File: config.mk
export PLATFORM = sky130hd
export DESIGN_NAME = mbw_arbiter
export DESIGN_NICKNAME = d
export VERILOG_FILES = /design/src/design/mbw_pkg.sv /design/src/design/mbw_arbiter.sv /design/src/design/mbw_decode.sv
export SDC_FILE = /design/constraint.sdc
export NUM_CORES = 1
export LEC_CHECK = 0
export ABC_AREA = 1
export BUFFER_PORTS_ARGS = -buffer_cell sky130_fd_sc_hd__buf_2
export CORE_AREA = 3 3 189 191
export DETAILED_ROUTE_END_ITERATION = 10
export DIE_AREA = 0 0 192 194
export SYNTH_ARGS = -nofsm -noshare
export SYNTH_HDL_FRONTEND = slang
export SYNTH_HIERARCHICAL = 1
export SYNTH_SLANG_ARGS = --single-unit
File: constraint.sdc
create_clock -name clk_sys -period 7.4 [get_ports clk_sys]
set_input_delay 1.85 -clock clk_sys [delete_from_list [all_inputs] [get_ports clk_sys]]
set_output_delay 1.85 -clock clk_sys [all_outputs]
set_load 0.005 [all_outputs]
File: src/design/mbw_pkg.sv
// package for the memory bus wait-state arbiter: map, offsets, timing
// assumes one clock, classic wishbone register port
//
// What this block does
// - fast peripheral frame: writes zero waits, reads two waits, can stretch
// - back-to-back writes to that frame add one cycle of delay
// - otp wait count from software register, clamped to at least one
// - flash wait count from software register, zero allowed
// - password locations always take sixteen wait states
// - program read bus: 22 address bits, 32 data bits
// - separate data read and write buses, 32 address, 32 data each
// - fetch, data read and data write are granted one at a time, never in one cycle
// - priority: data write, program write, data read, program read, fetch
// - never data write with program write, nor program read with fetch
// - bridge folds buses onto peripheral bus, 16 address, 32 data
// - 16-bit-only frame accepts only 16-bit accesses
// - 16/32 frame accepts both 16-bit and 32-bit accesses
// - flash pipeline option prefetches sequential flash words
// - otp decoded at 0x3D7800 to 0x3D78FF in program and data space
// - protected frames keep write then read in program order
// - 0x3F7FF8 to 0x3F7FFF are password locations, sixteen waits
package mbw_pkg;
  localparam int PA_W = 22;
  localparam int DA_W = 32;
  localparam int DW = 32;
  localparam int PB_AW = 16;
  localparam int WS_W = 5;
  // region decode bounds
  localparam logic [31:0] LOW_RAM_LO = 32'h0000_0000;
  localparam logic [31:0] LOW_RAM_HI = 32'h0000_07FF;
  localparam logic [31:0] PF0_LO = 32'h0000_0800;
  localparam logic [31:0] PF0_HI = 32'h0000_0FFF;
  localparam logic [31:0] PF1_LO = 32'h0000_6000;
  localparam logic [31:0] PF1_HI = 32'h0000_6FFF;
  localparam logic [31:0] PF2_LO = 32'h0000_7000;
  localparam logic [31:0] PF2_HI = 32'h0000_7FFF;
  localparam logic [31:0] SEC_RAM_LO = 32'h0000_8000;
  localparam logic [31:0] SEC_RAM_HI = 32'h0000_9FFF;
  localparam logic [31:0] HI_RAM_LO = 32'h0000_A000;
  localparam logic [31:0] HI_RAM_HI = 32'h0000_BFFF;
  localparam logic [31:0] OTP_LO = 32'h003D_7800;
  localparam logic [31:0] OTP_HI = 32'h003D_78FF;
  localparam logic [31:0] FLASH_LO = 32'h003D_8000;
  localparam logic [31:0] FLASH_HI = 32'h003F_7FFF;
  localparam logic [31:0] PWD_LO = 32'h003F_7FF8;
  localparam logic [31:0] PWD_HI = 32'h003F_7FFF;
  localparam logic [31:0] BROM_LO = 32'h003F_F000;
  localparam logic [31:0] BROM_HI = 32'h003F_FFFF;
  // fixed wait counts
  localparam logic [WS_W-1:0] WS_ZERO = 5'h00;
  localparam logic [WS_W-1:0] WS_BROM = 5'h01;
  localparam logic [WS_W-1:0] WS_PF_RD = 5'h02;
  localparam logic [WS_W-1:0] WS_PWD = 5'h10;
  localparam logic [WS_W-1:0] WS_OTP_MIN = 5'h01;
  // wishbone register offsets and reset values
  localparam logic [3:0] REG_FLASH_WAIT = 4'h0;
  localparam logic [3:0] REG_OTP_WAIT = 4'h4;
  localparam logic [3:0] REG_FLASH_OPT = 4'h8;
  localparam logic [3:0] REG_STATUS = 4'hC;
  localparam logic [3:0] RST_FLASH_WAIT = 4'hF;
  localparam logic [3:0] RST_OTP_WAIT = 4'h1;
  localparam int FOPT_PIPE_BIT = 0;

  typedef enum logic [3:0] {
    RG_NONE, RG_LOW_RAM, RG_PF0, RG_PF1, RG_PF2, RG_SEC_RAM, RG_HI_RAM,
    RG_OTP, RG_FLASH, RG_PWD, RG_BROM
  } mbw_region_t;

  typedef enum logic [2:0] {
    SRC_NONE, SRC_DWR, SRC_PWR, SRC_DRD, SRC_PRD, SRC_FETCH
  } mbw_src_t;

  function automatic logic mbw_in(input logic [31:0] a,
                                  input logic [31:0] lo,
                                  input logic [31:0] hi);
    return (a >= lo) && (a <= hi);
  endfunction
endpackage

File: src/design/mbw_arbiter.sv
// memory bus wait-state arbiter with peripheral bridge
// assumes requests hold until their ready; wishbone classic register port
//
// Added by the designer: the Wishbone register port and the address map.
`timescale 1ns/1ps
module mbw_arbiter import mbw_pkg::*; (
  input wire logic clk_sys,
  input wire logic rst_n,
  input wire logic clk_en,
  // program bus: fetch, program read, program write
  input wire logic fetch_req,
  input wire logic prd_req,
  input wire logic pwr_req,
  input wire logic [PA_W-1:0] p_addr,
  input wire logic [DW-1:0] p_wdata,
  output logic [DW-1:0] p_rdata,
  output logic p_ready,
  // data read bus
  input wire logic drd_req,
  input wire logic [DA_W-1:0] dr_addr,
  input wire logic dr_wide,
  output logic [DW-1:0] dr_rdata,
  output logic dr_ready,
  // data write bus
  input wire logic dwr_req,
  input wire logic [DA_W-1:0] dw_addr,
  input wire logic dw_wide,
  input wire logic [DW-1:0] dw_wdata,
  output logic dw_ready,
  output logic access_err,
  // memory side
  output logic mem_en,
  output logic mem_we,
  output logic [DA_W-1:0] mem_addr,
  output logic [DW-1:0] mem_wdata,
  input wire logic [DW-1:0] mem_rdata,
  // peripheral bus
  output logic pb_en,
  output logic pb_we,
  output logic pb_wide,
  output logic [PB_AW-1:0] pb_addr,
  output logic [DW-1:0] pb_wdata,
  input wire logic [DW-1:0] pb_rdata,
  input wire logic pb_stretch,
  // wishbone
  input wire logic wb_cyc_i,
  input wire logic wb_stb_i,
  input wire logic wb_we_i,
  input wire logic [3:0] wb_adr_i,
  input wire logic [3:0] wb_sel_i,
  input wire logic [31:0] wb_dat_i,
  output logic [31:0] wb_dat_o,
  output logic wb_ack_o
);
  typedef enum logic [1:0] {ST_IDLE = 2'b00, ST_WAIT = 2'b01,
                            ST_DONE = 2'b11} mbw_state_t;

  mbw_state_t state;
  mbw_src_t src;
  mbw_region_t next_region;
  logic [WS_W-1:0] next_waits;
  logic [WS_W-1:0] wcnt;
  logic [3:0] flash_ws;
  logic [3:0] otp_ws;
  logic pipe_en;
  logic [DA_W-1:0] pf_addr;
  logic pf_valid;
  logic last_pf_write;
  logic pf_gap;
  logic [DA_W-1:0] g_addr;
  logic g_we;
  logic g_wide;
  logic [DW-1:0] g_wdata;
  logic g_fetch;
  mbw_src_t next_src;
  logic [DW-1:0] rdata_mux;

  ////////////////////////////////////////////////////////////////////
  // fixed priority grant, one access at a time across all targets
  always_comb begin
    next_src = SRC_NONE;
    if (dwr_req) next_src = SRC_DWR;
    else if (pwr_req) next_src = SRC_PWR;
    else if (drd_req) next_src = SRC_DRD;
    else if (prd_req) next_src = SRC_PRD;
    else if (fetch_req) next_src = SRC_FETCH;
    g_we = 1'b0;
    g_wide = 1'b1;
    g_fetch = 1'b0;
    g_wdata = dw_wdata;
    g_addr = dw_addr;
    case (next_src)
      SRC_DWR: begin
        g_we = 1'b1;
        g_wide = dw_wide;
      end
      SRC_PWR: begin
        g_we = 1'b1;
        g_wdata = p_wdata;
        g_addr = {10'h000, p_addr};
      end
      SRC_DRD: begin
        g_addr = dr_addr;
        g_wide = dr_wide;
      end
      SRC_PRD: g_addr = {10'h000, p_addr};
      SRC_FETCH: begin
        g_addr = {10'h000, p_addr};
        g_fetch = 1'b1;
      end
      default: g_addr = dw_addr;
    endcase
  end

  mbw_decode u_dec (
    .addr(g_addr),
    .is_write(g_we),
    .is_fetch(g_fetch),
    .flash_ws(flash_ws),
    .otp_ws(otp_ws),
    .region(next_region),
    .waits(next_waits)
  );

  logic is_pb;
  logic narrow_bad;
  logic pf_hit;
  assign is_pb = (next_region == RG_PF0) || (next_region == RG_PF1) ||
                 (next_region == RG_PF2);
  // 16-bit frame refuses wide accesses; 16/32 frame takes both
  assign narrow_bad = (next_region == RG_PF2) && g_wide;
  assign pf_hit = pipe_en && pf_valid && g_fetch &&
                  (next_region == RG_FLASH) && (g_addr == pf_addr);
  // a write right after a write to the fast frame costs a cycle
  assign pf_gap = last_pf_write && g_we && (next_region == RG_PF1);

  ////////////////////////////////////////////////////////////////////
  // access sequencer
  always_ff @(posedge clk_sys) begin
    if (!rst_n) begin
      state <= ST_IDLE;
      src <= SRC_NONE;
      wcnt <= WS_ZERO;
      last_pf_write <= 1'b0;
      access_err <= 1'b0;
    end else if (clk_en) begin
      case (state)
        ST_IDLE: begin
          access_err <= 1'b0;
          if (next_src != SRC_NONE && !pf_gap) begin
            src <= next_src;
            // prefetched flash word skips the programmed waits
            wcnt <= pf_hit ? WS_ZERO : next_waits;
            access_err <= narrow_bad || next_region == RG_NONE;
            last_pf_write <= g_we && next_region == RG_PF1;
            state <= ST_WAIT;
          end else begin
            last_pf_write <= 1'b0;
          end
        end
        ST_WAIT: begin
          // protected frames finish one access before the next is granted
          if (wcnt != WS_ZERO) wcnt <= wcnt - 5'h01;
          else if (!pb_stretch || !pb_en) state <= ST_DONE;
        end
        ST_DONE: state <= ST_IDLE;
        default: state <= ST_IDLE;
      endcase
    end
  end

  // target strobes held through the access
  always_ff @(posedge clk_sys) begin
    if (!rst_n) begin
      mem_en <= 1'b0;
      mem_we <= 1'b0;
      mem_addr <= 32'h0000_0000;
      mem_wdata <= 32'h0000_0000;
      pb_en <= 1'b0;
      pb_we <= 1'b0;
      pb_wide <= 1'b0;
      pb_addr <= 16'h0000;
      pb_wdata <= 32'h0000_0000;
    end else if (clk_en) begin
      if (state == ST_IDLE && next_src != SRC_NONE && !pf_gap &&
          !narrow_bad && next_region != RG_NONE) begin
        mem_en <= !is_pb;
        mem_we <= g_we;
        mem_addr <= g_addr;
        mem_wdata <= g_wdata;
        pb_en <= is_pb;
        pb_we <= g_we;
        pb_wide <= g_wide;
        pb_addr <= g_addr[PB_AW-1:0];
        pb_wdata <= g_wdata;
      end else if (state == ST_DONE) begin
        mem_en <= 1'b0;
        pb_en <= 1'b0;
      end
    end
  end

  // completion: each bus has its own ready; read data returns on p_rdata and dr_rdata
  assign rdata_mux = pb_en ? pb_rdata : mem_rdata;
  always_ff @(posedge clk_sys) begin
    if (!rst_n) begin
      p_ready <= 1'b0;
      dr_ready <= 1'b0;
      dw_ready <= 1'b0;
      p_rdata <= 32'h0000_0000;
      dr_rdata <= 32'h0000_0000;
    end else if (clk_en) begin
      p_ready <= 1'b0;
      dr_ready <= 1'b0;
      dw_ready <= 1'b0;
      if (state == ST_WAIT && wcnt == WS_ZERO &&
          (!pb_stretch || !pb_en)) begin
        case (src)
          SRC_DWR: dw_ready <= 1'b1;
          SRC_DRD: begin
            dr_ready <= 1'b1;
            dr_rdata <= rdata_mux;
          end
          SRC_PWR: p_ready <= 1'b1;
          SRC_PRD, SRC_FETCH: begin
            p_ready <= 1'b1;
            p_rdata <= rdata_mux;
          end
          default: p_ready <= 1'b0;
        endcase
      end
    end
  end

  // sequential prefetch tracker
  always_ff @(posedge clk_sys) begin
    if (!rst_n) begin
      pf_valid <= 1'b0;
      pf_addr <= 32'h0000_0000;
    end else if (clk_en) begin
      if (state == ST_IDLE && next_src == SRC_FETCH &&
          next_region == RG_FLASH) begin
        pf_valid <= pipe_en;
        pf_addr <= g_addr + 32'h0000_0002;
      end else if (!pipe_en) begin
        pf_valid <= 1'b0;
      end
    end
  end

  ////////////////////////////////////////////////////////////////////
  // wishbone register file
  logic wb_hit;
  assign wb_hit = wb_cyc_i && wb_stb_i && !wb_ack_o;
  always_ff @(posedge clk_sys) begin
    if (!rst_n) begin
      flash_ws <= RST_FLASH_WAIT;
      otp_ws <= RST_OTP_WAIT;
      pipe_en <= 1'b0;
      wb_ack_o <= 1'b0;
      wb_dat_o <= 32'h0000_0000;
    end else if (clk_en) begin
      wb_ack_o <= wb_hit;
      if (wb_hit && wb_we_i && wb_sel_i[0]) begin
        case (wb_adr_i)
          REG_FLASH_WAIT: flash_ws <= wb_dat_i[3:0];
          REG_OTP_WAIT: otp_ws <= wb_dat_i[3:0];
          REG_FLASH_OPT: pipe_en <= wb_dat_i[FOPT_PIPE_BIT];
          default: pipe_en <= pipe_en;
        endcase
      end
      if (wb_hit) begin
        case (wb_adr_i)
          REG_FLASH_WAIT: wb_dat_o <= {28'h000_0000, flash_ws};
          REG_OTP_WAIT: wb_dat_o <= {28'h000_0000, otp_ws};
          REG_FLASH_OPT: wb_dat_o <= {31'h0000_0000, pipe_en};
          REG_STATUS: wb_dat_o <= {24'h00_0000, 1'b0, src,
                                   pf_valid, access_err, state};
          default: wb_dat_o <= 32'h0000_0000;
        endcase
      end
    end
  end
endmodule // mbw_arbiter

File: src/design/mbw_decode.sv
// region decoder and wait-state selector for one address
// assumes configured counts come from the register file in the top
`timescale 1ns/1ps
module mbw_decode import mbw_pkg::*; (
  input wire logic [31:0] addr,
  input wire logic is_write,
  input wire logic is_fetch,
  input wire logic [3:0] flash_ws,
  input wire logic [3:0] otp_ws,
  output mbw_region_t region,
  output logic [WS_W-1:0] waits
);
  always_comb begin
    region = RG_NONE;
    if (mbw_in(addr, LOW_RAM_LO, LOW_RAM_HI)) region = RG_LOW_RAM;
    else if (!is_fetch && mbw_in(addr, PF0_LO, PF0_HI)) region = RG_PF0;
    else if (!is_fetch && mbw_in(addr, PF1_LO, PF1_HI)) region = RG_PF1;
    else if (!is_fetch && mbw_in(addr, PF2_LO, PF2_HI)) region = RG_PF2;
    else if (mbw_in(addr, SEC_RAM_LO, SEC_RAM_HI)) region = RG_SEC_RAM;
    else if (mbw_in(addr, HI_RAM_LO, HI_RAM_HI)) region = RG_HI_RAM;
    else if (mbw_in(addr, OTP_LO, OTP_HI)) region = RG_OTP;
    else if (mbw_in(addr, PWD_LO, PWD_HI)) region = RG_PWD;
    else if (mbw_in(addr, FLASH_LO, FLASH_HI)) region = RG_FLASH;
    else if (mbw_in(addr, BROM_LO, BROM_HI)) region = RG_BROM;
  end

  always_comb begin
    case (region)
      RG_PF1, RG_PF2: waits = is_write ? WS_ZERO : WS_PF_RD;
      RG_OTP: waits = ({1'b0, otp_ws} < WS_OTP_MIN) ? WS_OTP_MIN
                      : {1'b0, otp_ws};
      RG_FLASH: waits = {1'b0, flash_ws};
      RG_PWD: waits = WS_PWD;
      RG_BROM: waits = WS_BROM;
      default: waits = WS_ZERO;
    endcase
  end
endmodule // mbw_decode

==> flow_metrics.env, run 1 <==
export IMPL_run_status="finished clean"
export IMPL_route_detailed_wl_per_inst_um=16.1
export IMPL_end_kind="flop"
export IMPL_hp_class="reg2reg"
export IMPL_seq_power_share_pct=44.7
export IMPL_fillCellCount=3619
export IMPL_clockBufferDepth=2
export IMPL_static_leakage_power_nw=6.80
export IMPL_row_count=68
export IMPL_viasPerCell=4.75
export IMPL_yosys_warnings=6
export IMPL_place_ws_ps=1180
export IMPL_ys_types=45
export IMPL_htree_levels=4
export IMPL_max_cap_viol_count=0
export IMPL_setup_slack_ps=1650
export IMPL_yosys_cell_count_top_type="sky130_fd_sc_hd__nand2_1"
export IMPL_global_route_usage_total_pct=19.8
export IMPL_drt_wl_total_um=38300
export IMPL_die_x_um=192
export IMPL_grt_pass1_vias=10500
export IMPL_largest_net_degree_at_the_start_of_global_routing=87
export IMPL_finalClockSkew_ps=8.54
export IMPL_clock_sinks=197
export IMPL_globalRoute_totalOverflow=0
export IMPL_finish_net_count=2173
export IMPL_finalHoldViolCount=0
export IMPL_time_the_worst_path_needs_with_i_o_delays_and_setup_ps=5750
export IMPL_power_switching_mw=0.696
export IMPL_cts_root_buffer="sky130_fd_sc_hd__clkbuf_16"
export IMPL_wire_length_of_the_first_global_routing_pass_um=58100
export IMPL_grt_antenna_before_repair=9
export IMPL_grt_setup_unrepaired="no"
export IMPL_cts_repair_resize_count=0
export IMPL_floorplan_initialDensity_pct=32.2
export IMPL_floorplan_io_pins=486
export IMPL_cts_tree="built"
export IMPL_vias=11300
export IMPL_p_int_mw=1.72
export IMPL_crit_top_cell="sky130_fd_sc_hd__inv_1"
export IMPL_fmax_mhz=174
export IMPL_post_cts_repair_setup_buffers=0
export IMPL_cp_slowest_stage_delay_ps=510
export IMPL_synth_seq_cells=197
export IMPL_synthesis_instances=1560
export IMPL_cp_start_kind="input port"
export IMPL_synth_top_cell_by_area="sky130_fd_sc_hd__dfxtp_1"
export IMPL_gpl_final_weighted_congestion=0.893
export IMPL_synth_top_flop_cell="sky130_fd_sc_hd__dfxtp_1"
export IMPL_worst_slew_margin_relative_to_its_limit_pct=41.3
export IMPL_drive_gt1_share_pct=31.2
export IMPL_syn_cell_area_um2=11000
export IMPL_syn_to_final_growth_pct=24.2
export IMPL_asyncSetResetFlopFracSynth_pct=0
export IMPL_area_of_the_multi_input_gates_um2=5480
export IMPL_sw_frac_of_total_pct=28.8
export IMPL_holdBufCountCts=0
export IMPL_crit_path_top_delay_cell="sky130_fd_sc_hd__inv_2"
export IMPL_crit_type="in2reg"
export IMPL_slew_viol_final=0
export IMPL_numCtsBuffers=17
export IMPL_setup_total_negative_slack_ps=0
export IMPL_clk_insertion_delay_late_ps=450
export IMPL_numPortBuffers=429
export IMPL_worstPathMaxFanout=30
export IMPL_place_hpwl_um=29500
export IMPL_syn_area_per_cell_um2=7.08
export IMPL_clkPwrFrac_pct=40.8
export IMPL_ys_top_cells_by_area="sky130_fd_sc_hd__dfxtp_1 36%, sky130_fd_sc_hd__nand2_1 8.7%, sky130_fd_sc_hd__a21oi_1 7.7%"
export IMPL_cpLargestDelayFamily="buffers and inverters"
export IMPL_clock_slew_seen_by_the_registers_of_the_worst_setup_and_hold_paths_ps=80
export IMPL_power_per_cell_area_nw_per_um2=176
export IMPL_core_area_um2=34300
export IMPL_fin_crit_sh_pct=77.7
export IMPL_ff_latch_area_um2=3950
export IMPL_crit_buf_inv=10
export IMPL_finalSetupViolCount=0
export IMPL_netlist_area_leader_share_pct=35.7
export IMPL_fp_dieH_um=194
export IMPL_post_route_drc_count=0
export IMPL_synth_cells_most_frequent="257 x sky130_fd_sc_hd__nand2_1, 203 x sky130_fd_sc_hd__inv_1, 197 x sky130_fd_sc_hd__dfxtp_1"
export IMPL_die_area_um2=37200
export IMPL_worstPathRequired_ps=7810
export IMPL_detail_route_iter0_violations=617
export IMPL_first_pass_iters=5
export IMPL_max_vdd_ir_drop_mv=0.172
export IMPL_worst_slew_pin_slew_ps=880
export IMPL_ant_nets=0
export IMPL_combinationalPowerShare_pct=14.5
export IMPL_synth_sequential_area_ratio_pct=35.7
export IMPL_critPathArrivalTime_ps=6150
export IMPL_synth_edf_count=0
## placed cells by master (no fill, tap or decap), types with 16 or more instances in the layout
master                      netlist  final
sky130_fd_sc_hd__o21ai_0        136    136
sky130_fd_sc_hd__nand3_2         25     26
sky130_fd_sc_hd__nor2_1          86     86
sky130_fd_sc_hd__nor3_1          17     17
sky130_fd_sc_hd__clkbuf_16        0     17
sky130_fd_sc_hd__dfxtp_1        197    196
sky130_fd_sc_hd__mux2_2          32     32
sky130_fd_sc_hd__nand2_1        257    257
sky130_fd_sc_hd__buf_4           81     16
sky130_fd_sc_hd__a21oi_1        170    170
sky130_fd_sc_hd__inv_2           16     16
sky130_fd_sc_hd__inv_1          203    203
sky130_fd_sc_hd__nand4_1         27     27
sky130_fd_sc_hd__o21ai_1         25     25
sky130_fd_sc_hd__buf_2           18    428
sky130_fd_sc_hd__conb_1           1     25
sky130_fd_sc_hd__mux2i_1         32     32
sky130_fd_sc_hd__nand3_1         96     95
## sequential cells by signal (all words and copies together) (netlist names)
name and flops:
dr_ready 1, pipe_en 1, p_ready 1, pb_wide 1
pf_addr 32, wb_ack_o 1, dr_rdata 32, mem_en 1
p_rdata 32, state 2, pb_en 1, wcnt 5
flash_ws 4, src 3, pb_wdata 32, pf_valid 1
pb_we 1, mem_addr 32, otp_ws 4, access_err 1
wb_dat_o 7, last_pf_write 1, dw_ready 1
## worst min-delay path: stages (launching register included)
cell                      delay (ps)
sky130_fd_sc_hd__dfxtp_1         310
sky130_fd_sc_hd__inv_1            40
sky130_fd_sc_hd__a21oi_1          50
## worst paths after layout
path,from,end,slack [ps],cells past startpoint
worst min register to register,dr_rdata[25],dr_rdata[25],440,2
worst max-delay path,dwr_req,pf_addr[6],1650,26
worst min-delay path,dr_rdata[25],dr_rdata[25],440,2
worst max register to register,state[0],p_rdata[31],4870,10
## logic make-up after synthesis
group | share of synthesized area (%)
compound gates | 17.5
other cells | 0.0339
fa+ha+maj | 0.340
mux | 6.16
buf+inv | 15.6
flops | 35.7
simple gates | 24.1
xor+xnor | 0.555
## power groups by stage
stage	Clock, mW	Combinational, mW	Sequential, mW
6_report	0.986	0.350	1.08
3_5_place_dp	0	0.349	1.11
2_1_floorplan	0	0.223	1.10
4_1_cts	1.02	0.350	1.08
5_1_grt	1.05	0.393	1.08
3_3_place_gp	0	0.344	1.11
## per-stage QoR
stage,hold slack [ps],power (mW),utilization [%],cells,cell area [µm²]
after floorplan,436,1.33,-,1584,11100
after global placement,429,1.45,38.2,2338,13100
after detailed placement,434,1.45,38.2,2338,13100
after CTS,446,2.45,40.0,2370,13700
after global routing,460,2.53,40.0,2371,13700
final,443,2.42,40.0,2372,13700
## layer usage
| metal | GRT usage, % | part of all wire, % | up-vias |
|---|---|---|---|
| li1 | - | - | 5703 |
| met1 | 25.6 | 44 | 5121 |
| met2 | 33.0 | 47 | 377 |
| met3 | 4.97 | 7.8 | 46 |
| met4 | 4.99 | 1.6 | 14 |
| met5 | 0 | 0.24 | - |
## layout make-up
| cell class | instances | share of cell area (%) |
|---|---|---|
| flip-flops and latches | 197 | 28.8 |
| multi-input cells | 1020 | 40.0 |
| inverters | 221 | 6.05 |
| diodes | 2 | 0.0365 |
| repair buffers | 445 | 16.6 |
| well taps | 455 | 4.15 |
| clock inverters | 13 | 1.19 |
| clock buffers | 19 | 3.23 |
Power figures use the tool's default switching activity.
==> run 2: changes to the inputs <==
--- a/config.mk
+++ b/config.mk
@@ -7,9 +7,9 @@
 export LEC_CHECK = 0
 export ABC_AREA = 1
 export BUFFER_PORTS_ARGS = -buffer_cell sky130_fd_sc_hd__buf_2
-export CORE_AREA = 3 3 189 191
+export CORE_AREA = 3 3 188 190
 export DETAILED_ROUTE_END_ITERATION = 10
-export DIE_AREA = 0 0 192 194
+export DIE_AREA = 0 0 191 193
 export SYNTH_ARGS = -nofsm -noshare
 export SYNTH_HDL_FRONTEND = slang
 export SYNTH_HIERARCHICAL = 1
==> constraint.sdc (replaced) <==
create_clock -name clk_sys -period 4.7 [get_ports clk_sys]
set_input_delay 1.175 -clock clk_sys [delete_from_list [all_inputs] [get_ports clk_sys]]
set_output_delay 1.175 -clock clk_sys [all_outputs]
set_load 0.005 [all_outputs]
==> run 2 against run 1 <==
  * Register-to-register slack got worse by 3100 ps
  * Wire length rose by 1.3%
  * Clock power rose by 55%
  * Global-route usage barely moved
  * First-iteration DRC count fell by 1.6%
  * Count of clock-buffer cells in the layout fell by 1
  * Combinational power rose by 68%
  * Final area rose by 2.3%
  * Final cell count rose by 0.80%
  * Non-clock buffer count rose by 30
==> flow_metrics.env, run 2 (synthesis gave the netlist of run 1 again) <==
export IMPL_grt_antenna_before_repair=4
export IMPL_run_status="finished clean"
export IMPL_die_area_um2=36900
export IMPL_worstRegToRegCells=9
export IMPL_crit_path_top_delay_cell="sky130_fd_sc_hd__buf_12"
export IMPL_stdcell_count=2391
export IMPL_crit_path_start="pwr_req"
export IMPL_floorplan_io_pins=486
export IMPL_first_pass_iters=5
export IMPL_slew_viol_final=0
export IMPL_clock_sinks=197
export IMPL_finalHoldViolCount=0
export IMPL_place_hpwl_um=30500
export IMPL_power_per_cell_area_nw_per_um2=272
export IMPL_worst_slew_pin_slew_ps=1090
export IMPL_clockBufferDepth=2
export IMPL_cts_root_buffer="sky130_fd_sc_hd__clkbuf_16"
export IMPL_global_route_usage_total_pct=19.9
export IMPL_viasPerCell=4.80
export IMPL_regToRegStartpoint="state[0]"
export IMPL_critPathArrivalTime_ps=4670
export IMPL_finish_net_count=2203
export IMPL_detailed_place_area_um2=13400
export IMPL_most_common_layout_cells="428 x sky130_fd_sc_hd__buf_2, 257 x sky130_fd_sc_hd__nand2_1, 203 x sky130_fd_sc_hd__inv_1"
export IMPL_finalInstanceArea_um2=14000
export IMPL_fp_dieH_um=193
export IMPL_placed_cells=2361
export IMPL_route_detailed_wl_per_inst_um=16.2
export IMPL_numCtsBuffers=17
export IMPL_crit_buf_inv=5
export IMPL_clock_slew_seen_by_the_registers_of_the_worst_setup_and_hold_paths_ps=70
export IMPL_critical_path_cell_count=25
export IMPL_crit_type="in2reg"
export IMPL_holdBufCountCts=0
export IMPL_core_area_um2=33600
export IMPL_htree_levels=4
export IMPL_worstPathRequired_ps=5070
export IMPL_place_ws_ps=-88.3
export IMPL_end_kind="flop"
export IMPL_setup_slack_ps=408
export IMPL_finalSetupViolCount=0
export IMPL_cp_slowest_stage_delay_ps=250
export IMPL_worst_slew_margin_relative_to_its_limit_pct=27.2
export IMPL_globalRoute_totalOverflow=0
export IMPL_ant_nets=0
export IMPL_r2r_setup_slack_ps=1740
export IMPL_static_leakage_power_nw=6.95
export IMPL_gpl_final_weighted_congestion=0.935
export IMPL_endpoint="pb_wdata[2]"
export IMPL_cts_tree="built"
export IMPL_drt_wl_total_um=38800
export IMPL_largest_net_degree_at_the_start_of_global_routing=66
export IMPL_max_cap_viol_count=0
export IMPL_mostFrequentLayoutCell="sky130_fd_sc_hd__buf_2"
export IMPL_hp_class="reg2reg"
export IMPL_worstPathMaxFanout=21
export IMPL_fin_crit_sh_pct=91.3
export IMPL_fmax_mhz=233
export IMPL_grt_pass1_vias=10500
export IMPL_drive_gt1_share_pct=32.2
export IMPL_detail_route_iter0_violations=607
export IMPL_vias=11500
export IMPL_worst_flop_to_flop_path_endpoint="p_rdata[23]"
export IMPL_finalClockSkew_ps=7.82
export IMPL_time_the_worst_path_needs_with_i_o_delays_and_setup_ps=4290
export IMPL_max_vdd_ir_drop_mv=0.258
export IMPL_clk_insertion_delay_late_ps=450
export IMPL_floorplan_initialDensity_pct=32.9
export IMPL_wire_length_of_the_first_global_routing_pass_um=57000
export IMPL_die_x_um=191
export IMPL_grt_setup_unrepaired="no"
export IMPL_syn_to_final_growth_pct=27.0
export IMPL_p_total_mw=3.82
export IMPL_crit_top_cell="sky130_fd_sc_hd__nor2_1"
export IMPL_numPortBuffers=429
export IMPL_row_count=67
export IMPL_cpLargestDelayFamily="simple AND/OR/NAND/NOR gates"
export IMPL_cp_start_kind="input port"
export IMPL_post_route_drc_count=0
==> run 2: cell count changes in the layout (fill, tap and decap cells not counted) <==
cell	before	now
sky130_fd_sc_hd__buf_4	16	38
sky130_fd_sc_hd__inv_6	2	3
sky130_fd_sc_hd__nand2_8	0	1
sky130_fd_sc_hd__clkinvlp_4	0	3
sky130_fd_sc_hd__clkbuf_1	1	0
sky130_fd_sc_hd__bufinv_16	2	3
sky130_fd_sc_hd__inv_8	4	0
sky130_fd_sc_hd__diode_2	2	1
sky130_fd_sc_hd__buf_12	1	9
sky130_fd_sc_hd__clkinv_4	4	1
sky130_fd_sc_hd__nand2_4	1	0
==> run 2: through the flow <==
step           hold slack (ps)  util (%)  TNS (ps)
6_report                   441      41.7         0
5_1_grt                    463      41.7         0
4_1_cts                    445      41.7         0
3_5_place_dp               434      39.9     -1730
3_3_place_gp               431      39.9         0
2_1_floorplan              436         -         0
==> run 2: final cells by class <==
class / instances / area (µm²)
diodes: 1 / 2.50
flip-flops and latches: 197 / 3950
repair buffers: 475 / 2610
clock buffers: 18 / 439
clock inverters: 11 / 153
multi-input cells: 1020 / 5490
inverters: 221 / 830
fillers: 3575 / 19600
well taps: 448 / 561
==> run 2: routing by layer <==
| metal | global-route usage [%] | vias to the layer above | wire (µm) |
|---|---|---|---|
| met3 | 3.96 | 47 | 2760 |
| met5 | 0 | - | 41 |
| li1 | - | 5761 | - |
| met4 | 7.03 | 6 | 988 |
| met1 | 25.8 | 5258 | 16900 |
| met2 | 33.0 | 413 | 18100 |
==> run 2: power breakdown <==
part | total, mW | switching (mW) | internal (mW)
clock network | 1.53 | 0.682 | 0.848
logic | 0.588 | 0.360 | 0.228
registers | 1.70 | 0.0152 | 1.69
total | 3.82 | 1.06 | 2.76
==> run 2: how the worst min path moves through the flow <==
stage	from	endpoint	slack, ps	depth (start not counted)
floorplan	pf_addr[23]	pf_addr[23]	440	2
global placement	p_rdata[19]	p_rdata[19]	430	2
detailed placement	p_rdata[1]	p_rdata[1]	430	2
CTS	p_rdata[1]	p_rdata[1]	440	2
global route	p_rdata[15]	p_rdata[15]	460	2
finish	p_rdata[1]	p_rdata[1]	440	2
==> run 2: tightest hold or removal path, delay by kind of cell, from the launching register on <==
family	cells	cell delay [ps]
buffers and inverters	1	40
flip-flops	1	310
AO/OA/AOI/OAI	1	50
==> run 2: repair_timing <==
item                                    CTS  global route
buffers inserted                          0             0
resized for setup                         0             1
endpoints found under the setup margin    0            18
==> run 3: changes to the inputs <==
--- a/config.mk
+++ b/config.mk
@@ -10,6 +10,7 @@
 export CORE_AREA = 3 3 188 190
 export DETAILED_ROUTE_END_ITERATION = 10
 export DIE_AREA = 0 0 191 193
+export RECOVER_POWER = 100
 export SYNTH_ARGS = -nofsm -noshare
 export SYNTH_HDL_FRONTEND = slang
 export SYNTH_HIERARCHICAL = 1
==> run 3 against run 2 <==
  * The run now ends with max-capacitance violations, max-slew violations left
  * Power fell by 0.10%
  * Via count about the same
  * Clock power is essentially flat
  * Largest power group unchanged
  * Critical endpoint unchanged
  * Worst setup slack lost 5.3 ps
==> flow_metrics.env, run 3 (synthesis gave the netlist of run 1 again) <==
export IMPL_row_count=67
export IMPL_numPortBuffers=429
export IMPL_cp_slowest_stage_delay_ps=250
export IMPL_global_route_usage_total_pct=19.9
export IMPL_floorplan_io_pins=486
export IMPL_wire_length_of_the_first_global_routing_pass_um=57000
export IMPL_finalHoldViolCount=0
export IMPL_finalSetupViolCount=0
export IMPL_core_area_um2=33600
export IMPL_mostFrequentLayoutCell="sky130_fd_sc_hd__buf_2"
export IMPL_die_x_um=191
export IMPL_power_per_cell_area_nw_per_um2=276
export IMPL_fin_crit_sh_pct=91.4
export IMPL_fmax_mhz=233
export IMPL_worst_slew_margin_relative_to_its_limit_pct=-8.52
export IMPL_fillCellCount=3652
export IMPL_static_leakage_power_nw=6.36
export IMPL_max_vdd_ir_drop_mv=0.258
export IMPL_time_the_worst_path_needs_with_i_o_delays_and_setup_ps=4300
export IMPL_ant_nets=0
export IMPL_place_hpwl_um=30500
export IMPL_finalInstanceArea_um2=13800
export IMPL_fp_dieH_um=193
export IMPL_die_area_um2=36900
export IMPL_first_pass_iters=5
export IMPL_p_total_mw=3.82
export IMPL_clockBufferDepth=2
export IMPL_detailed_place_area_um2=13400
export IMPL_end_kind="flop"
export IMPL_globalRoute_totalOverflow=0
export IMPL_clock_slew_seen_by_the_registers_of_the_worst_setup_and_hold_paths_ps=70
export IMPL_gpl_final_weighted_congestion=0.935
export IMPL_htree_levels=4
export IMPL_crit_type="in2reg"
export IMPL_worstPathMaxFanout=21
export IMPL_ff_latch_area_um2=3940
export IMPL_worst_slew_pin_slew_ps=1630
export IMPL_grt_setup_unrepaired="no"
export IMPL_cts_tree="built"
export IMPL_cts_root_buffer="sky130_fd_sc_hd__clkbuf_16"
export IMPL_finish_net_count=2203
export IMPL_detail_route_iter0_violations=557
export IMPL_run_status="finished with violations"
export IMPL_finalClockSkew_ps=12.0
export IMPL_largest_net_degree_at_the_start_of_global_routing=66
export IMPL_grt_pass1_vias=10500
export IMPL_critPathArrivalTime_ps=4670
export IMPL_route_detailed_wl_per_inst_um=16.2
export IMPL_grt_antenna_before_repair=4
export IMPL_hp_class="reg2reg"
export IMPL_cp_start_kind="input port"
export IMPL_numCtsBuffers=17
export IMPL_worstPathRequired_ps=5070
export IMPL_slew_viol_final=36
export IMPL_max_cap_viol_count=1
export IMPL_final_util_pct=41.2
export IMPL_clock_sinks=197
export IMPL_drive_gt1_share_pct=25.0
export IMPL_floorplan_initialDensity_pct=32.9
export IMPL_post_route_drc_count=0
export IMPL_syn_to_final_growth_pct=25.3
export IMPL_vias=11500
export IMPL_crit_path_top_delay_cell="sky130_fd_sc_hd__buf_12"
export IMPL_viasPerCell=4.81
export IMPL_area_of_the_multi_input_gates_um2=5490
export IMPL_failing_checks="max-capacitance violations, max-slew violations"
export IMPL_most_common_layout_cells="293 x sky130_fd_sc_hd__buf_2, 257 x sky130_fd_sc_hd__nand2_1, 204 x sky130_fd_sc_hd__inv_1"
export IMPL_drt_wl_total_um=38800
export IMPL_crit_top_cell="sky130_fd_sc_hd__nor2_1"
export IMPL_holdBufCountCts=0
export IMPL_clk_insertion_delay_late_ps=450
run 3: timing repair:
action,in CTS,in global routing
endpoints found under the setup margin,0,18
gates resized for setup,0,1
buffers inserted,0,0
run 3: per-layer routing:
metal / share of wire [%] / global-route usage (%) / vias up
li1: - / - / 5761
met1: 44 / 25.8 / 5287
met2: 47 / 33.0 / 391
met3: 6.8 / 3.96 / 44
met4: 2.5 / 7.03 / 6
met5: 0.11 / 0 / -
run 3: area by class of cell:
| type | count | area share [%] |
|---|---|---|
| inverters | 221 | 5.99 |
| flip-flops and latches | 197 | 28.5 |
| well taps | 448 | 4.05 |
| clock inverters | 11 | 1.10 |
| multi-input cells | 1020 | 39.6 |
| repair buffers | 475 | 17.5 |
| diodes | 1 | 0.0181 |
| clock buffers | 18 | 3.17 |
run 3: critical path: cells and delay by family:
family          cells  cell delay [ps]
compound gates      3              480
buf+inv             5              860
simple gates       17             2130
run 3: worst paths after layout:
| path | startpoint | to | slack [ps] | cells past startpoint |
|---|---|---|---|---|
| setup / recovery | pwr_req | pb_wdata[2] | 400 | 25 |
| hold / removal | p_rdata[1] | p_rdata[1] | 440 | 2 |
| setup reg to reg | pb_en | dr_rdata[12] | 1070 | 7 |
| hold reg to reg | p_rdata[1] | p_rdata[1] | 440 | 2 |
run 3: stage by stage:
step / worst slack, ps / hold slack (ps) / setup TNS, ps / std cells
floorplan: 802 / 436 / 0 / 1584
global placement: 21.4 / 431 / 0 / 2361
detailed placement: -88.3 / 434 / -1730 / 2361
CTS: 382 / 445 / 0 / 2390
global route: 8.50 / 463 / 0 / 2391
finish: 403 / 444 / 0 / 2391
run 3: report_power, final:
group	switching [mW]	leakage [nW]	total, mW	internal (mW)
registers	0.0157	1.59	1.70	1.69
clock network	0.683	0.281	1.53	0.848
logic	0.358	4.48	0.583	0.225
total	1.06	6.36	3.82	2.76
